==> src/sah_defs.svh <==
// Constants for the set point alarm and display block.
// Assumes readings and set points are signed display counts.
`ifndef SAH_DEFS_SVH
`define SAH_DEFS_SVH
`define SAH_READ_W 18
`define SAH_HYS_W 7
`define SAH_CAL_W 17
`define SAH_DP_W 3
`define SAH_SP_HIGH_RST 18'sh02af8
`define SAH_SP_LOW_RST (-18'sh02af8)
`define SAH_HYS_RST 7'h14
`define SAH_HYS_MAX 7'h63
`define SAH_CAL_RST 17'h02710
`define SAH_DP_RST 3'h2
`define SAH_DP_MAX 3'h5
`define SAH_OVR_NUM 8'h69
`define SAH_OVR_DEN 8'h64
`define SAH_FLASH_NS 250000000
`define SAH_CLK_NS 10
`define SAH_FLASH_CYC (`SAH_FLASH_NS / `SAH_CLK_NS)
`endif

==> src/sah_pkg.sv <==
// Types for the set point alarm and display block.
// Widths come from sah_defs.svh.
`include "sah_defs.svh"
package sah_pkg;
  typedef logic signed [`SAH_READ_W-1:0] sah_count_t;
  typedef logic [`SAH_HYS_W-1:0] sah_hys_t;
endpackage

==> src/sah_alarm_chan.sv <==
// One alarm channel: high and low latching comparators with hysteresis.
// Assumes readings arrive with a one-cycle valid strobe.
`timescale 1ns/1ps
`include "sah_defs.svh"
module sah_alarm_chan (
  input wire logic clk,
  input wire logic rst,
  input wire logic sample,
  input wire sah_pkg::sah_count_t reading,
  input wire sah_pkg::sah_count_t spHigh,
  input wire sah_pkg::sah_count_t spLow,
  input wire sah_pkg::sah_hys_t hysHigh,
  input wire sah_pkg::sah_hys_t hysLow,
  output logic highActive,
  output logic lowActive
);
  typedef struct packed {
    logic hi;
    logic lo;
  } sah_chan_t;
  sah_chan_t st;
  sah_chan_t next_st;
  logic signed [`SAH_READ_W:0] hiRelease;
  logic signed [`SAH_READ_W:0] loRelease;
  logic signed [`SAH_READ_W:0] rd;

  always_comb begin
    rd = {reading[`SAH_READ_W-1], reading};
    hiRelease = {spHigh[`SAH_READ_W-1], spHigh} - $signed({12'h000, hysHigh});
    loRelease = {spLow[`SAH_READ_W-1], spLow} + $signed({12'h000, hysLow});
    next_st = st;
    if (sample) begin
      if (reading >= spHigh) begin
        next_st.hi = 1'b1;
      end else if (rd < hiRelease) begin
        next_st.hi = 1'b0;
      end
      if (reading <= spLow) begin
        next_st.lo = 1'b1;
      end else if (rd > loRelease) begin
        next_st.lo = 1'b0;
      end
    end
  end

  always_ff @(posedge clk) begin
    if (rst) begin
      st <= '0;
    end else begin
      st <= next_st;
    end
  end

  assign highActive = st.hi;
  assign lowActive = st.lo;
endmodule // sah_alarm_chan

==> src/setpoint_alarm_hysteresis.sv <==
// Two-channel set point alarms, hysteresis, calibration and display control.
// Assumes a signed reading in display counts with a one-cycle valid strobe.
`timescale 1ns/1ps
`include "sah_defs.svh"
module setpoint_alarm_hysteresis #(
  parameter int FLASH_CYC = `SAH_FLASH_CYC
) (
  input wire logic clk,
  input wire logic rst,
  input wire logic readingValid,
  input wire sah_pkg::sah_count_t reading,
  input wire logic spHighWrite1,
  input wire logic spLowWrite1,
  input wire logic spHighWrite2,
  input wire logic spLowWrite2,
  input wire sah_pkg::sah_count_t spWriteData,
  input wire logic highMarginWrite,
  input wire logic lowMarginWrite,
  input wire sah_pkg::sah_hys_t marginWriteData,
  input wire logic calWrite,
  input wire logic [`SAH_CAL_W-1:0] calWriteData,
  input wire logic fullScaleCal,
  input wire logic dpWrite,
  input wire logic [`SAH_DP_W-1:0] dpWriteData,
  output logic upper_alarm_lamp_a,
  output logic upper_alarm_lamp_b,
  output logic lower_alarm_lamp_a,
  output logic lower_alarm_lamp_b,
  output logic [3:0] alarmPinOut,
  output logic [3:0] alarmPinOe_n,
  output sah_pkg::sah_count_t displayValue,
  output logic displayBlank,
  output logic overrange,
  output logic [`SAH_DP_W-1:0] dpPosition,
  output logic [`SAH_CAL_W-1:0] activeCal,
  output sah_pkg::sah_hys_t high_release_margin,
  output sah_pkg::sah_hys_t low_release_margin
);
  localparam int FLASH_W = $clog2(FLASH_CYC + 1);

  typedef struct packed {
    sah_pkg::sah_count_t [1:0] spHigh;
    sah_pkg::sah_count_t [1:0] spLow;
    sah_pkg::sah_hys_t hysHigh;
    sah_pkg::sah_hys_t hysLow;
    logic [`SAH_CAL_W-1:0] calPending;
    logic [`SAH_CAL_W-1:0] calActive;
    logic [`SAH_DP_W-1:0] dp;
    logic [FLASH_W-1:0] flashCnt;
    logic flashOff;
    logic ovr;
    sah_pkg::sah_count_t disp;
    logic [3:0] lamps;
    logic sampled;
  } sah_state_t;

  sah_state_t st;
  sah_state_t next_st;
  logic [1:0] hiAct;
  logic [1:0] loAct;
  logic [`SAH_CAL_W+7:0] ovrLimit;
  logic [`SAH_CAL_W+7:0] magScaled;
  logic [`SAH_READ_W-1:0] mag;

  // Clamp a margin write to the legal range
  function automatic sah_pkg::sah_hys_t clamp_margin(input sah_pkg::sah_hys_t v);
    clamp_margin = (v > `SAH_HYS_MAX) ? `SAH_HYS_MAX : v;
  endfunction

  ////////////////////////////////////////////////////////////////////////////
  genvar ch;
  generate
    for (ch = 0; ch < 2; ch++) begin : gChan
      sah_alarm_chan uChan (
        .clk(clk),
        .rst(rst),
        .sample(readingValid),
        .reading(reading),
        .spHigh(st.spHigh[ch]),
        .spLow(st.spLow[ch]),
        .hysHigh(st.hysHigh),
        .hysLow(st.hysLow),
        .highActive(hiAct[ch]),
        .lowActive(loAct[ch])
      );
    end
  endgenerate

  ////////////////////////////////////////////////////////////////////////////
  always_comb begin
    mag = reading[`SAH_READ_W-1] ? $unsigned(-reading) : $unsigned(reading);
    ovrLimit = {8'h00, st.calActive} * `SAH_OVR_NUM;
    magScaled = {7'h00, mag} * `SAH_OVR_DEN;
    next_st = st;
    if (spHighWrite1) next_st.spHigh[0] = spWriteData;
    if (spHighWrite2) next_st.spHigh[1] = spWriteData;
    if (spLowWrite1) next_st.spLow[0] = spWriteData;
    if (spLowWrite2) next_st.spLow[1] = spWriteData;
    if (highMarginWrite) next_st.hysHigh = clamp_margin(marginWriteData);
    if (lowMarginWrite) next_st.hysLow = clamp_margin(marginWriteData);
    if (calWrite) next_st.calPending = calWriteData;
    if (fullScaleCal) begin
      next_st.calActive = calWrite ? calWriteData : st.calPending;
    end
    if (dpWrite && dpWriteData <= `SAH_DP_MAX) next_st.dp = dpWriteData;
    if (readingValid) begin
      next_st.disp = reading;
      next_st.ovr = (magScaled > ovrLimit);
    end
    if (st.ovr) begin
      if (st.flashCnt >= FLASH_W'(FLASH_CYC - 1)) begin
        next_st.flashCnt = '0;
        next_st.flashOff = ~st.flashOff;
      end else begin
        next_st.flashCnt = st.flashCnt + 1'b1;
      end
    end else begin
      next_st.flashCnt = '0;
      next_st.flashOff = 1'b0;
    end
    next_st.lamps = {loAct[1], loAct[0], hiAct[1], hiAct[0]};
    next_st.sampled = 1'b0;
  end

  always_ff @(posedge clk) begin
    if (rst) begin
      st.spHigh[0] <= `SAH_SP_HIGH_RST;
      st.spHigh[1] <= `SAH_SP_HIGH_RST;
      st.spLow[0] <= `SAH_SP_LOW_RST;
      st.spLow[1] <= `SAH_SP_LOW_RST;
      st.hysHigh <= `SAH_HYS_RST;
      st.hysLow <= `SAH_HYS_RST;
      st.calPending <= `SAH_CAL_RST;
      st.calActive <= `SAH_CAL_RST;
      st.dp <= `SAH_DP_RST;
      st.flashCnt <= '0;
      st.flashOff <= 1'b0;
      st.ovr <= 1'b0;
      st.disp <= '0;
      st.lamps <= 4'h0;
      st.sampled <= 1'b0;
    end else begin
      st <= next_st;
    end
  end

  ////////////////////////////////////////////////////////////////////////////
  // Lamp bit order: upper a, upper b, lower a, lower b
  assign upper_alarm_lamp_a = st.lamps[0];
  assign upper_alarm_lamp_b = st.lamps[1];
  assign lower_alarm_lamp_a = st.lamps[2];
  assign lower_alarm_lamp_b = st.lamps[3];
  assign alarmPinOut = 4'h0;
  assign alarmPinOe_n = ~st.lamps;
  assign displayValue = st.disp;
  assign displayBlank = st.flashOff;
  assign overrange = st.ovr;
  assign dpPosition = st.dp;
  assign activeCal = st.calActive;
  assign high_release_margin = st.hysHigh;
  assign low_release_margin = st.hysLow;
endmodule // setpoint_alarm_hysteresis

==> config.mk <==
export PLATFORM = sky130hd
export DESIGN_NAME = setpoint_alarm_hysteresis
export DESIGN_NICKNAME = d
export VERILOG_FILES = /design/src/sah_pkg.sv /design/src/sah_alarm_chan.sv /design/src/setpoint_alarm_hysteresis.sv
export VERILOG_INCLUDE_DIRS = /design/src
export SDC_FILE = /design/constraint.sdc
export NUM_CORES = 1
export LEC_CHECK = 0
export BUFFER_PORTS_ARGS = -buffer_cell sky130_fd_sc_hd__buf_2
export CORE_ASPECT_RATIO = 1.2
export CORE_MARGIN = 5
export CORE_UTILIZATION = 47
export DETAILED_ROUTE_END_ITERATION = 10
export GPL_ROUTABILITY_DRIVEN = 0
export GPL_TIMING_DRIVEN = 0
export PLACE_DENSITY_LB_ADDON = 0.1
export SYNTH_ARGS = -nofsm -noshare
export SYNTH_HDL_FRONTEND = slang
export SYNTH_SLANG_ARGS = --single-unit
==> constraint.sdc <==
create_clock -name clk -period 6.3 [get_ports clk]
set_input_delay 0.63 -clock clk [delete_from_list [all_inputs] [get_ports clk]]
set_output_delay 0.63 -clock clk [all_outputs]
set_load 0.03 [all_outputs]
==> results.ini <==
[route]
wl_met2_mm = 23.0
dr_total_vias = 13952
viasPerCell = 5.39
maxUsedRoutingLayer = met5
drc = 0
wl_met1_mm = 19.1
dr.pass1.iters = 5
finalWirelength_mm = 45.1
wl_met3_mm = 1.36
wl_per_cell_um = 17.4
drtIter0Drc = 469
ant_nets = 0

[floorplan]
die_x_um = 182
ioPinCount = 141
fp.dieH_um = 216
rows = 75
coreArea_mm2 = 0.0349
die_area_mm2 = 0.0392
start_util_pct = 47.5

[power]
sequentialPowerShare_pct = 24.5
leakage_nw = 9.18
sw_frac_of_total_pct = 41.2
comb_power_share_pct = 53.3
clock_power_share_pct = 22.2
powerDensity_mw_per_mm2 = 273
ir_drop_uv = 157
p_switching_mw = 2.09
p_int_mw = 2.99

[clock_tree]
cts_buffers = 17
cts_hold_buffers = 0
clock_path_buffers = 2
clock_latency_ns = 0.46
cts.sinks = 176
root_buffer = clkbuf_16
clkSlewWorstSetupHoldPaths_ns = 0.07
cts_tree = done
htreeDepth = 4

[sta]
tightestPinTransition_ns = 0.945
fin_skew_ns = 0.0191
setup_viol_count_final = 0
finalHoldViolCount = 0
slew_violations = 0
setup_slack_ns = 0.252
period_needed_ns = 6.05
fin_crit_sh_pct = 96.0
max_freq_ghz = 0.165
slew_headroom_pct = 37.0

[worst_setup_path]
cp_common_cell = ha_1
max_stage_delay_ns = 0.53
regToRegEndpoint = overrange
critical_path.max_fanout = 12
r2r_setup_slack_ns = 0.76
rr_worst_depth = 22
cp_num_buf_inv = 4
path_class = input port to register
cp-end-kind = register
cpMaxStageDelayCell = fa_1
rr_startpoint = activeCal[3]
critPathTopFamily = adder cells
arrival_ns = 6.40
cp.depth = 25
cp.required_ns = 6.65
critPathLaunchType = input port

[cells_and_area]
final_cell_area_mm2 = 0.0186
final_util_pct = 53.3
syn_to_final_growth_pct = 12.2
drive_gt1_share_pct = 12.0
diodes = 0
nets = 2554

[synth]
synth_area_mm2 = 0.0166
netlist.area_leader.share_pct = 24.5
yosysMostFrequentCell = ha_1
synth-async-reset-ratio_pct = 0
synth-seq-cells = 176
synth_ff_type = dfxtp_1
syn_inst = 1962
synth_cell_type_count = 58
yosys-top-cells-count = ha_1, inv_1, nor2_1
synthTopCellsByArea = ha_1, dfxtp_1, xnor2_1, inv_1, mux2i_1
avgSynthCellArea_um2 = 8.46
synth-seq-area-share_pct = 21.2
synth_enable_flop_cells = 0
synth_largest_area_cell = ha_1
yosysWarnings = 0

[grt]
track_usage_pct = 22.8
overflow = 0
antenna_found_initial = 1
grt_max_degree = 17
grt_pass1_wl_mm = 71.5
first_global_vias = 13977

[hold_path]
hold_path.class = input port to register
holdPathStages = 3
whs_endpoint = st[83]
hp-start = calWriteData[13]

[place]
hpwlAfterDp_mm = 36.4
dpl_cell_area_mm2 = 0.0178
io_buffers = 128
dp_worst_setup_slack_ns = -0.988

[run]
max_cap_viol_count = 0

[outcome]
status = finished, final reports clean

-- how the worst max path moves through the flow --
stage                    start         to  slack [ns]
finish              reading[6]  overrange        0.25
global route        reading[6]  overrange       -0.02
CTS                 reading[3]  overrange        0.04
detailed placement  reading[4]  overrange       -0.99
global placement    reading[4]  overrange       -0.94
floorplan           reading[4]  overrange        0.28
-- worst reg2reg max path: cells and delay by family (launching register included) --
family / cells / cell delay, ns
xor+xnor: 1 / 0.19
compound gates: 11 / 2.16
simple gates: 2 / 0.29
fa+ha+maj: 6 / 2.16
flops: 1 / 0.50
buf+inv: 2 / 0.09
-- cells in the final DEF, fill, tap and decap left out, drive strengths merged, types with 5 or more instances in the layout --
| master | instances |
|---|---|
| nand2 | 106 |
| mux2i | 82 |
| o21bai | 11 |
| a21oi | 92 |
| and3 | 8 |
| nor2b | 26 |
| nor2 | 182 |
| fa | 40 |
| ha | 325 |
| nand4 | 45 |
| clkbuf | 56 |
| nand3 | 37 |
| dfxtp | 176 |
| a2111oi | 6 |
| nor4 | 10 |
| a31oi | 7 |
| buf | 197 |
| xnor2 | 111 |
| and2 | 8 |
| or3 | 5 |
| o211ai | 37 |
| nand2b | 15 |
| o31ai | 11 |
| and4 | 5 |
| inv | 256 |
| o21ai | 69 |
| a211oi | 28 |
| xor2 | 32 |
| o21a | 17 |
| nor3 | 25 |
| a21o | 50 |
| or4 | 7 |
-- layout make-up --
| class | count | area [um2] |
|---|---|---|
| Tap cell | 462 | 578 |
| Clock inverter | 12 | 145 |
| Buffer | 101 | 591 |
| Clock buffer | 20 | 467 |
| Inverter | 251 | 946 |
| Timing Repair Buffer | 132 | 686 |
| Sequential cell | 176 | 3520 |
| Fill cell | 3371 | 16300 |
| Multi-Input combinational cell | 1435 | 11700 |
-- what timing repair did --
action / in CTS / in global routing
pin swaps: 3 / 19
buffers inserted: 2 / 2
setup endpoints to repair: 1 / 1
gates resized for setup: 8 / 31
-- per-stage QoR --
step | setup TNS, ns | total power [mW] | std cells | hold WS [ns]
3_5_place_dp | -0.988 | 3.86 | 2555 | 0.443
3_3_place_gp | -0.937 | 3.79 | 2555 | 0.424
6_report | 0 | 5.08 | 2589 | 0.427
4_1_cts | 0 | 5.04 | 2588 | 0.405
2_1_floorplan | 0 | 3.22 | 1965 | 0.413
5_1_grt | -0.0223 | 5.54 | 2589 | 0.436
-- routing by layer --
metal,vias to the layer above,track usage (%)
li1,7013,-
met1,6650,26.8
met2,211,41.8
met3,76,3.28
met4,2,8.53
met5,-,0
-- flip-flops by register name, summed over array words and instances (netlist names) --
name / flops
upper_alarm_lamp_a: 1
gChan.uChan.lowActive: 2
overrange: 1
gChan.uChan.highActive: 2
st: 114
lower_alarm_lamp_a: 1
lower_alarm_lamp_b: 1
activeCal: 17
displayValue: 18
upper_alarm_lamp_b: 1
high_release_margin: 7
low_release_margin: 7
displayBlank: 1
dpPosition: 3
-- cells by family after synthesis --
group | Yosys count | synth area share (%)
and+or+nand+nor | 488 | 13.9
adders and majority gates | 365 | 29.3
buffers and inverters | 354 | 9.32
AOI/OAI and AO/OA | 353 | 13.7
DFF | 176 | 21.2
xor gates and xnor gates | 143 | 7.55
muxes | 82 | 4.94
other | 1 | 0.0226
-- power by group through the flow --
stage / sequential (mW) / clock, mW / combinational (mW)
4_1_cts: 1.24 / 1.15 / 2.65
3_5_place_dp: 1.27 / 0 / 2.59
2_1_floorplan: 1.26 / 0 / 1.97
6_report: 1.24 / 1.13 / 2.71
5_1_grt: 1.25 / 1.19 / 3.10
3_3_place_gp: 1.27 / 0 / 2.52
Power figures use the tool's default switching activity.
